==> config.mk <==
export PLATFORM = sky130hd
export DESIGN_NAME = gss_core
export DESIGN_NICKNAME = d
export VERILOG_FILES = /design/src/gss_pkg.sv /design/src/gss_core.sv
export SDC_FILE = /design/constraint.sdc
export NUM_CORES = 1
export LEC_CHECK = 0
export ABC_AREA = 1
export ABC_CLOCK_PERIOD_IN_PS = 1800
export BUFFER_PORTS_ARGS = -buffer_cell sky130_fd_sc_hd__buf_2
export CAP_MARGIN = 30
export CELL_PAD_IN_SITES_DETAIL_PLACEMENT = 0
export CELL_PAD_IN_SITES_GLOBAL_PLACEMENT = 1
export CORE_MARGIN = 8
export CORE_UTILIZATION = 40
export DETAILED_ROUTE_END_ITERATION = 10
export GPL_ROUTABILITY_DRIVEN = 0
export PLACE_DENSITY_LB_ADDON = 0.15
export SLEW_MARGIN = 25
export SYNTH_ARGS = -nofsm -noshare
export SYNTH_HDL_FRONTEND = slang
export SYNTH_SLANG_ARGS = --single-unit
==> constraint.sdc <==
create_clock -name MCLK_I -period 1.8 [get_ports MCLK_I]
set_clock_uncertainty 0.15 [all_clocks]
set_input_delay 0.09 -clock MCLK_I [delete_from_list [all_inputs] [get_ports MCLK_I]]
set_output_delay 0.09 -clock MCLK_I [all_outputs]
set_load 0.01 [all_outputs]
==> src/gss_pkg.sv <==
package gss_pkg;
  // clock period and documented times
  localparam int CLK_PERIOD_NS = 50;
  localparam int GATE_MIN_NS = 200;
  localparam int GATE_MIN_CYC = (GATE_MIN_NS + CLK_PERIOD_NS - 1) / CLK_PERIOD_NS;
  localparam int CARRY_DLY_NS = 50;
  localparam int CARRY_DLY_CYC = (CARRY_DLY_NS + CLK_PERIOD_NS - 1) / CLK_PERIOD_NS;
  localparam int TRIG_DELAY_STAGES = 3;
  localparam int STROBE_DELAY_NS = 800;
  // divider range
  localparam int DIV_MIN = 1;
  localparam int DIV_MAX = 16;
  localparam logic [3:0] DIV_RESET = 4'h0;
  // latch select patterns during measurement
  localparam logic [1:0] SEL_UPPER_MEAS = 2'h3;
  // status bit positions on local_data_bus
  localparam int ST_EXT_ARM = 0;
  localparam int ST_RAM_TC = 1;
  localparam int ST_OVF_A = 2;
  localparam int ST_OVF_B = 3;
  // sample word field positions
  localparam int SW_INTERP_LSB = 0;
  localparam int SW_TOT_LSB = 4;
  localparam int SW_WIDTH = 6;
  typedef enum logic [1:0] {GS_IDLE, GS_SYNC, GS_PULSE} gss_gate_t;
endpackage : gss_pkg

==> src/gss_core.sv <==
`timescale 1ns/1ns
`default_nettype none
// What this block does
// - sync trigger on scaled clock, then raise gate
// - gate (GATE_O) stays high at least 200 ns
// - three-stage delay of trigger after counting starts
// - delayed trigger strobes output translator within 800 ns at divide ratio 1
// - first gate pulse injected from delayed trigger
// - terminal flag low only at terminal count
// - gate pulses pass when enabled, flag low, trigger high
// - block completion raises active-low interrupt
// - status read low drives status onto data bus
// - idle: latch select follows cpu address bits
// - measuring: upper select high, low bit xor
// - single flag high single, toggle input toggles dual
// - select 111 single with toggle low, alternates 110/111 dual
// - sample word: four interp bits, two totalize bits
// - buffer enable, ram select and write strobe
// - sample reads disable inputs, enable bidirectional buffers
// - totalize latch captures carry flags each write
// - totalize latch clocked by strobe delayed 50 ns
// - high carry flag means count correct
// - overflow latches capture counter msb carries while toggle input high
// - overflow flags feed interrupt and status read
// - scaled clock from programmable 1..16 divider
module gss_core
  import gss_pkg::*;
#(
  parameter int DATA_W = 16,
  parameter int INTERP_W = 4
) (
  // clock and reset
  input wire logic MCLK_I,
  input wire logic ARST_N_I,
  input wire logic SRST_I,
  // divider control
  input wire logic [3:0] DIV_RATIO_I,
  // sequencer side
  input wire logic TIMING_TRIGGER_I,
  input wire logic [1:0] TERMINAL_COUNT_I,
  input wire logic [15:0] TERMINAL_RELOAD_I,
  input wire logic BLOCK_DONE_I,
  input wire logic EXT_ARM_STATE_I,
  input wire logic RAM_TC_I,
  // channel select
  input wire logic ACQUISITION_IDLE_I,
  input wire logic [2:0] CPU_ADDR_LOW_BITS_I,
  input wire logic CHANNEL_TOGGLE_TTL_I,
  input wire logic SINGLE_CHANNEL_FLAG_I,
  input wire logic CHANNEL_TOGGLE_IN_I,
  // sample ram path
  input wire logic INTERP_VALID_I,
  input wire logic [INTERP_W-1:0] INTERP_DATA_I,
  input wire logic [1:0] LATCH_CARRY_FLAGS_I,
  input wire logic SAMPLE_WRITE_STROBE_I,
  input wire logic INTERP_RAM_SELECT_I,
  input wire logic SAMPLE_READ_I,
  input wire logic COUNT_BUS_DIRECTION_I,
  input wire logic [1:0] COUNTER_MSB_CARRY_I,
  // processor bus
  input wire logic STATUS_READ_N_I,
  input wire logic [DATA_W-1:0] LOCAL_DATA_BUS_I,
  // outputs
  output logic SCALED_COUNT_CLOCK_O,
  output logic [1:0] GATE_O,
  output logic [1:0] TIMER_TERMINAL_FLAG_O,
  output logic STROBE_ENABLE_O,
  output logic GATE_PULSE_ONE_O,
  output logic GATE_PULSE_TWO_O,
  output logic BLOCK_DONE_IRQ_N_O,
  output logic [2:0] COUNTER_LATCH_SELECT_O,
  output logic INTERP_INPUT_BUF_EN_O,
  output logic [SW_WIDTH-1:0] SAMPLE_WORD_O,
  output logic START_RAM_WE_O,
  output logic STOP_RAM_WE_O,
  output logic BIDIR_BUF_EN_O,
  output logic [DATA_W-1:0] LOCAL_DATA_BUS_O,
  output logic LOCAL_DATA_BUS_OE_O,
  output logic [1:0] OVERFLOW_FLAGS_O
);

  // pin synchronisers
  logic [1:0] trig_s;
  logic [1:0] idle_s;
  logic [1:0] tog_s;
  logic [1:0] single_s;
  logic [1:0] wstb_s;
  logic [1:0] tin_s;
  logic [1:0] stat_s;
  logic [1:0] xarm_s;
  logic [1:0] rtc_s;
  logic [1:0] done_s;
  logic [1:0] carry0_s;
  logic [1:0] carry1_s;
  logic [1:0] msb0_s;
  logic [1:0] msb1_s;
  always_ff @(posedge MCLK_I or negedge ARST_N_I) begin
    if (!ARST_N_I) begin
      trig_s <= 2'h0;
      idle_s <= 2'h3;
      tog_s <= 2'h0;
      single_s <= 2'h0;
      wstb_s <= 2'h0;
      tin_s <= 2'h0;
    end else begin
      trig_s <= {trig_s[0], TIMING_TRIGGER_I};
      idle_s <= {idle_s[0], ACQUISITION_IDLE_I};
      tog_s <= {tog_s[0], CHANNEL_TOGGLE_TTL_I};
      single_s <= {single_s[0], SINGLE_CHANNEL_FLAG_I};
      wstb_s <= {wstb_s[0], SAMPLE_WRITE_STROBE_I};
      tin_s <= {tin_s[0], CHANNEL_TOGGLE_IN_I};
    end
  end

  // status pin synchronisers
  always_ff @(posedge MCLK_I or negedge ARST_N_I) begin
    if (!ARST_N_I) begin
      stat_s <= 2'h3;
      xarm_s <= 2'h0;
      rtc_s <= 2'h0;
      done_s <= 2'h0;
    end else begin
      stat_s <= {stat_s[0], STATUS_READ_N_I};
      xarm_s <= {xarm_s[0], EXT_ARM_STATE_I};
      rtc_s <= {rtc_s[0], RAM_TC_I};
      done_s <= {done_s[0], BLOCK_DONE_I};
    end
  end

  // carry pin synchronisers
  always_ff @(posedge MCLK_I or negedge ARST_N_I) begin
    if (!ARST_N_I) begin
      carry0_s <= 2'h0;
      carry1_s <= 2'h0;
      msb0_s <= 2'h0;
      msb1_s <= 2'h0;
    end else begin
      carry0_s <= {carry0_s[0], LATCH_CARRY_FLAGS_I[0]};
      carry1_s <= {carry1_s[0], LATCH_CARRY_FLAGS_I[1]};
      msb0_s <= {msb0_s[0], COUNTER_MSB_CARRY_I[0]};
      msb1_s <= {msb1_s[0], COUNTER_MSB_CARRY_I[1]};
    end
  end

  // scaled clock divider, ratio field 0 means 16
  logic [3:0] div_cnt;
  logic sc_tick;
  assign sc_tick = (div_cnt == DIV_RATIO_I - 4'h1);
  always_ff @(posedge MCLK_I or negedge ARST_N_I) begin
    if (!ARST_N_I) begin
      div_cnt <= DIV_RESET;
    end else if (SRST_I || sc_tick) begin
      div_cnt <= DIV_RESET;
    end else begin
      div_cnt <= div_cnt + 4'h1;
    end
  end
  always_ff @(posedge MCLK_I or negedge ARST_N_I) begin
    if (!ARST_N_I) begin
      SCALED_COUNT_CLOCK_O <= 1'b0;
    end else begin
      SCALED_COUNT_CLOCK_O <= sc_tick;
    end
  end

  // trigger synchroniser and gate
  gss_gate_t gate_st;
  logic [3:0] gate_cnt;
  logic [TRIG_DELAY_STAGES-1:0] trig_dly;
  logic trig_prev;
  always_ff @(posedge MCLK_I or negedge ARST_N_I) begin
    if (!ARST_N_I) begin
      gate_st <= GS_IDLE;
      gate_cnt <= 4'h0;
    end else if (SRST_I) begin
      gate_st <= GS_IDLE;
      gate_cnt <= 4'h0;
    end else begin
      unique case (gate_st)
        GS_IDLE: begin
          if (trig_s[1]) begin
            gate_st <= GS_SYNC;
          end
        end
        GS_SYNC: begin
          if (sc_tick) begin
            gate_st <= GS_PULSE;
            gate_cnt <= 4'h0;
          end
        end
        GS_PULSE: begin
          if (gate_cnt < 4'(GATE_MIN_CYC)) begin
            gate_cnt <= gate_cnt + 4'h1;
          end else if (!trig_s[1]) begin
            gate_st <= GS_IDLE;
          end
        end
        default: begin
          gate_st <= GS_IDLE;
        end
      endcase
    end
  end
  assign GATE_O = {2{gate_st == GS_PULSE}};

  // three-stage delay on scaled clock ticks
  always_ff @(posedge MCLK_I or negedge ARST_N_I) begin
    if (!ARST_N_I) begin
      trig_dly <= '0;
    end else if (SRST_I || gate_st == GS_IDLE) begin
      trig_dly <= '0;
    end else if (sc_tick) begin
      trig_dly <= {trig_dly[TRIG_DELAY_STAGES-2:0], trig_s[1]};
    end
  end
  always_ff @(posedge MCLK_I or negedge ARST_N_I) begin
    if (!ARST_N_I) begin
      STROBE_ENABLE_O <= 1'b0;
    end else begin
      STROBE_ENABLE_O <= trig_dly[TRIG_DELAY_STAGES-1];
    end
  end

  // delayed trigger edge memory
  always_ff @(posedge MCLK_I or negedge ARST_N_I) begin
    if (!ARST_N_I) begin
      trig_prev <= 1'b0;
    end else begin
      trig_prev <= trig_dly[TRIG_DELAY_STAGES-1];
    end
  end

  // terminal count timers
  logic [15:0] tc_cnt [2];
  logic [1:0] tflag;
  for (genvar g = 0; g < 2; g++) begin : g_tmr
    always_ff @(posedge MCLK_I or negedge ARST_N_I) begin
      if (!ARST_N_I) begin
        tc_cnt[g] <= 16'h0;
        tflag[g] <= 1'b1;
      end else if (SRST_I || gate_st != GS_PULSE && !STROBE_ENABLE_O) begin
        tc_cnt[g] <= 16'h0;
        tflag[g] <= 1'b1;
      end else if (sc_tick) begin
        if (TERMINAL_COUNT_I[g] || tc_cnt[g] == TERMINAL_RELOAD_I) begin
          tc_cnt[g] <= 16'h0;
          tflag[g] <= 1'b0;
        end else begin
          tc_cnt[g] <= tc_cnt[g] + 16'h1;
          tflag[g] <= 1'b1;
        end
      end
    end
  end
  assign TIMER_TERMINAL_FLAG_O = tflag;

  // gate pulse outputs
  logic [1:0] tflag_prev;
  logic inject;
  logic [1:0] tflag_fall;
  logic pulse_ok;
  assign inject = trig_dly[TRIG_DELAY_STAGES-1] && !trig_prev;
  assign tflag_fall = tflag_prev & ~tflag;
  assign pulse_ok = STROBE_ENABLE_O && trig_s[1];
  always_ff @(posedge MCLK_I or negedge ARST_N_I) begin
    if (!ARST_N_I) begin
      tflag_prev <= 2'h3;
      GATE_PULSE_ONE_O <= 1'b0;
      GATE_PULSE_TWO_O <= 1'b0;
    end else begin
      tflag_prev <= tflag;
      GATE_PULSE_ONE_O <= inject || pulse_ok && tflag_fall[0];
      GATE_PULSE_TWO_O <= inject || pulse_ok && tflag_fall[1];
    end
  end

  // latch select multiplexer
  always_ff @(posedge MCLK_I or negedge ARST_N_I) begin
    if (!ARST_N_I) begin
      COUNTER_LATCH_SELECT_O <= 3'h0;
    end else if (idle_s[1]) begin
      COUNTER_LATCH_SELECT_O <= CPU_ADDR_LOW_BITS_I;
    end else begin
      COUNTER_LATCH_SELECT_O <= {SEL_UPPER_MEAS, tog_s[1] ^ single_s[1]};
    end
  end

  // sample ram write path
  logic [CARRY_DLY_CYC:0] wstb_dly;
  logic [1:0] tot_latch;
  logic wstb_fall;
  logic ram_wr;
  assign wstb_fall = wstb_dly[CARRY_DLY_CYC] && !wstb_dly[0];
  assign ram_wr = wstb_s[1] && !SAMPLE_READ_I;
  always_ff @(posedge MCLK_I or negedge ARST_N_I) begin
    if (!ARST_N_I) begin
      wstb_dly <= '0;
    end else begin
      wstb_dly <= {wstb_dly[CARRY_DLY_CYC-1:0], wstb_s[1]};
    end
  end
  always_ff @(posedge MCLK_I or negedge ARST_N_I) begin
    if (!ARST_N_I) begin
      tot_latch <= 2'h0;
    end else if (SRST_I) begin
      tot_latch <= 2'h0;
    end else if (wstb_fall) begin
      tot_latch <= {carry1_s[1], carry0_s[1]};
    end
  end
  assign INTERP_INPUT_BUF_EN_O = INTERP_VALID_I && !SAMPLE_READ_I;
  assign BIDIR_BUF_EN_O = SAMPLE_READ_I;
  always_ff @(posedge MCLK_I or negedge ARST_N_I) begin
    if (!ARST_N_I) begin
      SAMPLE_WORD_O <= '0;
      START_RAM_WE_O <= 1'b0;
      STOP_RAM_WE_O <= 1'b0;
    end else begin
      SAMPLE_WORD_O[SW_INTERP_LSB +: INTERP_W] <= INTERP_DATA_I;
      SAMPLE_WORD_O[SW_TOT_LSB +: 2] <= tot_latch;
      START_RAM_WE_O <= ram_wr && !INTERP_RAM_SELECT_I;
      STOP_RAM_WE_O <= ram_wr && INTERP_RAM_SELECT_I;
    end
  end

  // overflow latches
  logic [1:0] msb_prev;
  logic [1:0] msb_now;
  logic [1:0] msb_rise;
  assign msb_now = {msb1_s[1], msb0_s[1]};
  assign msb_rise = msb_now & ~msb_prev;
  always_ff @(posedge MCLK_I or negedge ARST_N_I) begin
    if (!ARST_N_I) begin
      msb_prev <= 2'h0;
      OVERFLOW_FLAGS_O <= 2'h0;
    end else begin
      msb_prev <= msb_now;
      if (SRST_I) begin
        OVERFLOW_FLAGS_O <= 2'h0;
      end else if (tin_s[1]) begin
        OVERFLOW_FLAGS_O <= OVERFLOW_FLAGS_O | msb_rise;
      end
    end
  end

  // interrupt
  logic irq_cause;
  assign irq_cause = done_s[1] || |OVERFLOW_FLAGS_O;
  always_ff @(posedge MCLK_I or negedge ARST_N_I) begin
    if (!ARST_N_I) begin
      BLOCK_DONE_IRQ_N_O <= 1'b1;
    end else if (SRST_I) begin
      BLOCK_DONE_IRQ_N_O <= 1'b1;
    end else begin
      BLOCK_DONE_IRQ_N_O <= !irq_cause;
    end
  end

  // status and sample read bus
  always_ff @(posedge MCLK_I or negedge ARST_N_I) begin
    if (!ARST_N_I) begin
      LOCAL_DATA_BUS_O <= '0;
      LOCAL_DATA_BUS_OE_O <= 1'b0;
    end else if (!stat_s[1]) begin
      LOCAL_DATA_BUS_O <= '0;
      LOCAL_DATA_BUS_O[ST_EXT_ARM] <= xarm_s[1];
      LOCAL_DATA_BUS_O[ST_RAM_TC] <= rtc_s[1];
      LOCAL_DATA_BUS_O[ST_OVF_A] <= OVERFLOW_FLAGS_O[0];
      LOCAL_DATA_BUS_O[ST_OVF_B] <= OVERFLOW_FLAGS_O[1];
      LOCAL_DATA_BUS_OE_O <= 1'b1;
    end else begin
      LOCAL_DATA_BUS_O <= LOCAL_DATA_BUS_I;
      LOCAL_DATA_BUS_OE_O <= SAMPLE_READ_I && COUNT_BUS_DIRECTION_I;
    end
  end

endmodule : gss_core
`default_nettype wire

==> impl_metrics.toml, run 1 <==
[run_status]
status = "finished, final reports clean"

[placement]
dp_worst_setup_slack_ns = -0.0102
detailedPlacementHpwl_um = 10600
port_bufs = 106

[timing]
rsz0062_at_grt = "true"
maxClockFrequency_ghz = 0.577
hold_slack_ns = 0.00466
report.final.slew_viol_count = 0
min_period_over_period_pct = 96.3
finalWorstSetupSlack_ns = 0.0660
max_slew_margin_pct = 72.6
timing.final.hold_violations = 0
timing.final.crit_period_ns = 1.73
finalSetupViolations = 0
worst-slew-pin-transition_ns = 0.411

[global_route]
wire_length_of_the_first_global_routing_pass_um = 24400
initial_antenna_violation_count = 0
grt_remaining_overflow = 0
grt_max_degree = 57
grt_use_total_pct = 17.1
first_global_vias = 5186

[clock_tree]
cts_made_buffers = 17
clock_sink_count = 118
htree_num_levels = 4
cts_root_buffer = "sky130_fd_sc_hd__clkbuf_16"
tritoncts_clock_tree = "done"
cts.reportedPaths.clkPinSlew_ns = 0.05
number_of_buffers_on_the_longest_clock_path = 2
clock_insertion_delay_worst_skew_ns = 0.42

[synthesis]
synth.ff_latch_count = 118
netlist_area_um2 = 5430
synth.area.top_cells = "sky130_fd_sc_hd__dfrtp_1 (50%), sky130_fd_sc_hd__nand2_1 (16%), sky130_fd_sc_hd__inv_1 (7.2%), sky130_fd_sc_hd__nor2_1 (5.5%), sky130_fd_sc_hd__dfstp_2 (4.4%)"
synthCells = 678
synth_area_leader_cell = "sky130_fd_sc_hd__dfrtp_1"
synth_sequential_area_ratio_pct = 54.6
syn_nets = 749
synth_async_sr_flop_share_pct = 100
post_synth_num_cell_types = 33
mean_instance_size_in_the_synthesized_netlist_um2 = 8.01
ys_warn_count = 0
area_share_of_the_largest_cell_type_after_synthesis_pct = 50.2
count_of_flip_flops_with_a_built_in_enable_after_synthesis = 0
synth_ff_type = "sky130_fd_sc_hd__dfrtp_1"

[floorplanning]
die_height_um = 133
fp.dieW_um = 133
floorplan.rows = 42
core_um2 = 13200
io_pins = 107
area_enclosed_by_the_die_boundary_um2 = 17600
start_util_pct = 41.0

[detailed_routing]
initialDrtViolationCount = 302
routed_wirelength_um = 14600
post_drt_wl_per_cell_um = 13.3
drt_drc_violations_left = 0
drtPass1Iterations = 4
ant_nets = 0
vias = 4997
viasPerCell = 4.56

[worst_setup_path]
cp_peak_stage_delay_ns = 0.39
critical_path.endpoint_type = "flop"
worstPathArrival_ns = 1.87
crit_path_cell_trace = "inv_1 > nand2_1 > nand2_1 > nor2_1 > nand2_2 > nor2_1 > nand2_1 > nand2_2 > buf_4 > inv_1 > nand3_1 > o21ai_0"
timing.critical_path.from_type = "flop"
reg2reg_slack_ns = 0.07
critical_path.slowest_cell = "sky130_fd_sc_hd__dfrtp_1"
worst-endpoint-required_ns = 1.94
critical_path_class = "reg2reg"
cell_repeated_most_along_the_worst_path = "sky130_fd_sc_hd__nand2_1"
critical_path_peak_fanout = 4
critPathTopFamily = "simple AND/OR/NAND/NOR gates"
worstPathBufferInverterCount = 3

[power]
power.ir.vdd_worst_mv = 0.726
static-leakage-power_nw = 4.07
cellPowerDensity_nw_per_um2 = 863

[cells_and_area]
layout_cell_share_with_drive_strength_beyond_1_pct = 29.3
total_inserted_antenna_cells = 0
postLayoutCoreUtil_pct = 59.3
area_growth_syn_to_layout_pct = 44.6
num-nets-final = 979

[hold_path]
hold_path_class = "in2async"

[run]
max_cap_violations = 0
worst paths after layout:
path | start | endpoint | cells after the start
max | tc_cnt[1]$_DFFE_PN0P_ | tc_cnt[1]$_DFFE_PN0P_ | 12
min | ARST_N_I | LOCAL_DATA_BUS_O[10]$_DFF_PN0_ | 2
max reg2reg | tc_cnt[1]$_DFFE_PN0P_ | tc_cnt[1]$_DFFE_PN0P_ | 12
min reg2reg | wstb_s[0]$_DFF_PN0_ | wstb_s[1]$_DFF_PN0_ | 0
max in group asynchronous | ARST_N_I | tflag_prev[1]$_DFF_PN1_ | 3
min in group MCLK_I | INTERP_DATA_I[1] | SAMPLE_WORD_O[1]$_DFF_PN0_ | 2
cell usage in the layout (no fill, tap or decap), types with 3 or more instances in the layout:
cell / n
sky130_fd_sc_hd__dfrtp_2: 3
sky130_fd_sc_hd__ha_1: 3
sky130_fd_sc_hd__buf_6: 5
sky130_fd_sc_hd__inv_2: 13
sky130_fd_sc_hd__o21ai_0: 17
sky130_fd_sc_hd__xor2_1: 8
sky130_fd_sc_hd__clkbuf_16: 17
sky130_fd_sc_hd__nor2_2: 12
sky130_fd_sc_hd__nor2_4: 3
sky130_fd_sc_hd__clkinv_2: 5
sky130_fd_sc_hd__nand3_2: 3
sky130_fd_sc_hd__clkinv_4: 3
sky130_fd_sc_hd__nand2_1: 227
sky130_fd_sc_hd__buf_2: 105
sky130_fd_sc_hd__a21oi_1: 11
sky130_fd_sc_hd__dfstp_2: 9
sky130_fd_sc_hd__nor2_1: 69
sky130_fd_sc_hd__inv_1: 95
sky130_fd_sc_hd__xnor2_1: 6
sky130_fd_sc_hd__nand2_2: 12
sky130_fd_sc_hd__nor3_1: 6
sky130_fd_sc_hd__buf_12: 3
sky130_fd_sc_hd__nand4_1: 7
sky130_fd_sc_hd__dlygate4sd3_1: 46
sky130_fd_sc_hd__o31ai_1: 3
sky130_fd_sc_hd__nand3_1: 34
sky130_fd_sc_hd__buf_4: 61
sky130_fd_sc_hd__dfrtp_1: 106
power by group:
part / internal, W / total (W) / switching [W] / leakage, nW
clock: 0.00207 / 0.00328 / 0.00121 / 0.288
sequential: 0.00277 / 0.00283 / 0.0000583 / 1.50
combinational: 0.000299 / 0.000666 / 0.000367 / 2.28
total: 0.00514 / 0.00677 / 0.00163 / 4.07
cells by family after synthesis:
group / count (synthesis) / synth area share, %
AND/OR/NAND/NOR: 382 / 28.7
buffers and inverters: 118 / 8.92
flip-flops: 118 / 54.6
AO/OA/AOI/OAI: 39 / 3.94
XOR/XNOR: 14 / 2.26
adder cells (fa/ha/maj): 5 / 1.15
multiplexers: 2 / 0.415
through the flow:
step / cell area (um^2) / instances / TNS (ns) / total power, W
floorplan: 5430 / 678 / 0 / 0.00314
global placement: 6630 / 1015 / -0.0161 / 0.00343
detailed placement: 6630 / 1015 / -0.0142 / 0.00344
CTS: 7670 / 1093 / 0 / 0.00683
global route: 7850 / 1097 / -0.697 / 0.00703
finish: 7850 / 1097 / 0 / 0.00677
worst register-to-register path: cells and delay by family, from the launching register on:
kind / cells / cell delay (ns)
flip-flops: 1 / 0.39
buffers and inverters: 3 / 0.28
AO/OA/AOI/OAI: 1 / 0.08
AND/OR/NAND/NOR: 8 / 0.71
cells in the mapped netlist, types with 4 or more instances:
cell type,instances
sky130_fd_sc_hd__a21oi_1,11
sky130_fd_sc_hd__buf_4,6
sky130_fd_sc_hd__dfrtp_1,109
sky130_fd_sc_hd__dfstp_2,9
sky130_fd_sc_hd__ha_1,5
sky130_fd_sc_hd__inv_1,104
sky130_fd_sc_hd__inv_2,4
sky130_fd_sc_hd__nand2_1,237
sky130_fd_sc_hd__nand3_1,38
sky130_fd_sc_hd__nand4_1,7
sky130_fd_sc_hd__nor2_1,80
sky130_fd_sc_hd__nor2_2,4
sky130_fd_sc_hd__nor3_1,7
sky130_fd_sc_hd__o21ai_0,18
sky130_fd_sc_hd__xnor2_1,6
sky130_fd_sc_hd__xor2_1,8
state kept, by name, indices dropped and copies added (netlist names), 3 cells and up:
signal	flops
div_cnt	4
trig_dly	3
tc_cnt	32
COUNTER_LATCH_SELECT_O	3
LOCAL_DATA_BUS_O	16
SAMPLE_WORD_O	6
gate_cnt	4
routing by layer:
layer / track usage [%] / vias to the layer above / part of all wire [%]
li1: - / 2523 / -
met1: 20.2 / 2342 / 45
met2: 28.8 / 113 / 48
met3: 5.72 / 19 / 6.3
met4: 5.80 / 0 / 1.4
met5: 0 / - / 0
timing repair:
action / 4_1_cts / 5_1_grt
endpoints found under the setup margin: 12 / 32
hold endpoints to repair: 167 / 0
gates cloned: 0 / 0
hold buffers: 46 / 0
pin swaps: 0 / 16
gates resized for setup: 3 / 52
buffers inserted: 0 / 4
area by class of cell:
type	instances	area (um^2)
sequential	118	2970
tap	176	220
timing repair buffer	221	1580
fill	1203	5390
inverter	108	405
multi-input combinational	442	2110
clock inverter	12	129
clock buffer	20	447
(Power assumes the default switching activity.)
==> run 2, diff against run 1 <==
PLACE_DENSITY = 0.86   (was not set)
PLACE_DENSITY_LB_ADDON = not set   (was 0.15)
==> run 2 against run 1 <==
Effect of this change:
- routed wire length is 1.1% higher
- via count grew 0.14%
- first-iteration DRC count up 19%
- critical path depth rose by 1
- cell count shrank 0.55%
- count of clock-buffer cells in the layout shrank 2
- worst setup slack worse by 0.072 ns
- critical path type unchanged
- utilization shrank 0.076 points
- clock power rose by 3%
- flip-flop and latch count did not move
- the run now ends with negative setup slack left
- die area unchanged
==> impl_metrics.toml, run 2 (synthesized netlist as in run 1, its figures left out) <==
[worst_setup_path]
worstPathArrival_ns = 1.95
critical_path_peak_fanout = 6
critical_path.endpoint_type = "flop"
cell_repeated_most_along_the_worst_path = "sky130_fd_sc_hd__nand2_1"
critical_path.slowest_cell = "sky130_fd_sc_hd__dfrtp_1"
worstPathBufferInverterCount = 3
critical_path_class = "reg2reg"
worst-endpoint-required_ns = 1.95
reg2reg_slack_ns = -0.006
critPathTopFamily = "simple AND/OR/NAND/NOR gates"
r2r_cells = 13
critical_path.reg2reg.endpoint = "tc_cnt[14]$_DFFE_PN0P_"
timing.critical_path.from_type = "flop"
timing.critical_path.from = "tc_cnt[1]$_DFFE_PN0P_"
cp_peak_stage_delay_ns = 0.39
critPathCapture = "tc_cnt[14]$_DFFE_PN0P_"
worstReg2RegStart = "tc_cnt[1]$_DFFE_PN0P_"
crit_path_cell_trace = "buf_6 > inv_1 > nand2_1 > nand2_1 > nor2_2 > nand2_1 > nor2_2 > nand2_1 > nand2_1 > nand2_1 > nand2_2 > buf_6 > nor2_1"
worst-path-stages = 13

[floorplanning]
floorplan.rows = 42
fp.dieW_um = 133
start_util_pct = 41.0
die_height_um = 133
core_um2 = 13200
area_enclosed_by_the_die_boundary_um2 = 17600
io_pins = 107

[detailed_routing]
post_drt_wl_per_cell_um = 13.6
ant_nets = 0
drt_drc_violations_left = 0
drtPass1Iterations = 4
viasPerCell = 4.59
vias = 5004
initialDrtViolationCount = 358
routed_wirelength_um = 14800

[hold_path]
hold_path_class = "in2async"

[power]
cellPowerDensity_nw_per_um2 = 880
static-leakage-power_nw = 4.07
finalPower_w = 0.00690
power.ir.vdd_worst_mv = 0.661

[placement]
port_bufs = 106
post_dp_cell_area_um2 = 6540
detailedPlacementHpwl_um = 10200

[cells_and_area]
largest_register_ffs = 32
most-common-layout-cells = "sky130_fd_sc_hd__nand2_1 (229), sky130_fd_sc_hd__dfrtp_1 (105), sky130_fd_sc_hd__buf_2 (105)"
total_inserted_antenna_cells = 0
reg.largest.list = "tc_cnt x32, LOCAL_DATA_BUS_O x16, SAMPLE_WORD_O x6"
num-nets-final = 973
final_area_um2 = 7840
final_common_cell = "sky130_fd_sc_hd__nand2_1"
postLayoutCoreUtil_pct = 59.2
max_flop_register = "tc_cnt"
layout_cell_share_with_drive_strength_beyond_1_pct = 28.7
area_growth_syn_to_layout_pct = 44.4

[clock_tree]
htree_num_levels = 4
cts.reportedPaths.clkPinSlew_ns = 0.06
cts_root_buffer = "sky130_fd_sc_hd__clkbuf_16"
clock_insertion_delay_worst_skew_ns = 0.41
cts_made_buffers = 17
tritoncts_clock_tree = "done"
clock_sink_count = 118
number_of_buffers_on_the_longest_clock_path = 2

[global_route]
grt_use_total_pct = 16.9
initial_antenna_violation_count = 0
grt_max_degree = 50
grt_remaining_overflow = 0
first_global_vias = 5035
wire_length_of_the_first_global_routing_pass_um = 23900

[run]
max_cap_violations = 0

[timing]
finalSetupViolations = 1
worst-slew-pin-transition_ns = 0.378
min_period_over_period_pct = 100
hold_slack_ns = 0.0714
maxClockFrequency_ghz = 0.554
rsz0062_at_grt = "true"
report.final.slew_viol_count = 0
timing.final.hold_violations = 0
finalWorstSetupSlack_ns = -0.00572
max_slew_margin_pct = 74.8
timing.final.crit_period_ns = 1.81

[run_status]
violated_checks = "negative setup slack"
status = "finished, violations left"
run 2: cell types whose count changed in the layout (fill, tap and decap cells not counted), moves of 3 or more:
cell,change
sky130_fd_sc_hd__nor2_1,-3
sky130_fd_sc_hd__buf_4,-6
sky130_fd_sc_hd__clkinv_2,-4
sky130_fd_sc_hd__inv_1,+4
sky130_fd_sc_hd__inv_2,-4
sky130_fd_sc_hd__inv_6,+4
sky130_fd_sc_hd__nor2_2,+3
run 2: where the power goes:
part | total, W | leakage [nW] | internal, W | switching (W)
Clock | 0.00339 | 0.289 | 0.00208 | 0.00132
Sequential | 0.00283 | 1.49 | 0.00277 | 0.0000591
Combinational | 0.000678 | 2.28 | 0.000304 | 0.000374
Total | 0.00690 | 4.07 | 0.00515 | 0.00175
run 2: tightest hold or removal path, cell delays in order:
cell and delay, ns:
sky130_fd_sc_hd__dlygate4sd3_1 0.52, sky130_fd_sc_hd__buf_4 0.15, sky130_fd_sc_hd__buf_12 0.23
run 2: through the flow:
| stage | setup slack, ns | instances | setup TNS (ns) |
|---|---|---|---|
| detailed placement | -0.0272 | 1001 | -0.0272 |
| CTS | 0.00167 | 1081 | 0 |
| floorplan | 0.115 | 678 | 0 |
| global placement | 0.0371 | 1001 | 0 |
| finish | -0.00572 | 1091 | -0.00572 |
| global route | -0.104 | 1091 | -1.21 |
run 2: routing by layer:
| layer | wire length, um | up-vias | track usage, % |
|---|---|---|---|
| met4 | 295 | 0 | 6.31 |
| li1 | - | 2516 | - |
| met2 | 7650 | 123 | 29.8 |
| met1 | 6130 | 2341 | 19.0 |
| met3 | 718 | 24 | 4.62 |
| met5 | 0 | - | 0 |
run 2: cell type report:
type                       instances  area, um^2
multi-input combinational        442        2110
clock inverter                    14         163
clock buffer                      18         429
inverter                         108         405
tap                              176         220
sequential                       118        2970
fill                            1155        5400
timing repair buffer             215        1550
run 2: worst min-delay path by stage:
stage	from	slack [ns]	cells past startpoint	end
6_report	ARST_N_I	0.07	3	msb0_s[0]$_DFF_PN0_
5_1_grt	ARST_N_I	0.09	3	LOCAL_DATA_BUS_OE_O$_DFF_PN0_
4_1_cts	ARST_N_I	0.07	3	LOCAL_DATA_BUS_OE_O$_DFF_PN0_
3_5_place_dp	ARST_N_I	-0.24	1	STOP_RAM_WE_O$_DFF_PN0_
3_3_place_gp	ARST_N_I	-0.24	1	START_RAM_WE_O$_DFF_PN0_
2_1_floorplan	ARST_N_I	-0.36	0	COUNTER_LATCH_SELECT_O[0]$_DFF_PN0_
run 2: what timing repair did:
action / CTS / global route
buffers inserted: 1 / 9
hold buffers: 47 / 0
pin swaps: 0 / 16
gates cloned: 0 / 1
hold endpoints to repair: 173 / 0
resized for setup: 2 / 49
setup endpoints to repair: 2 / 33
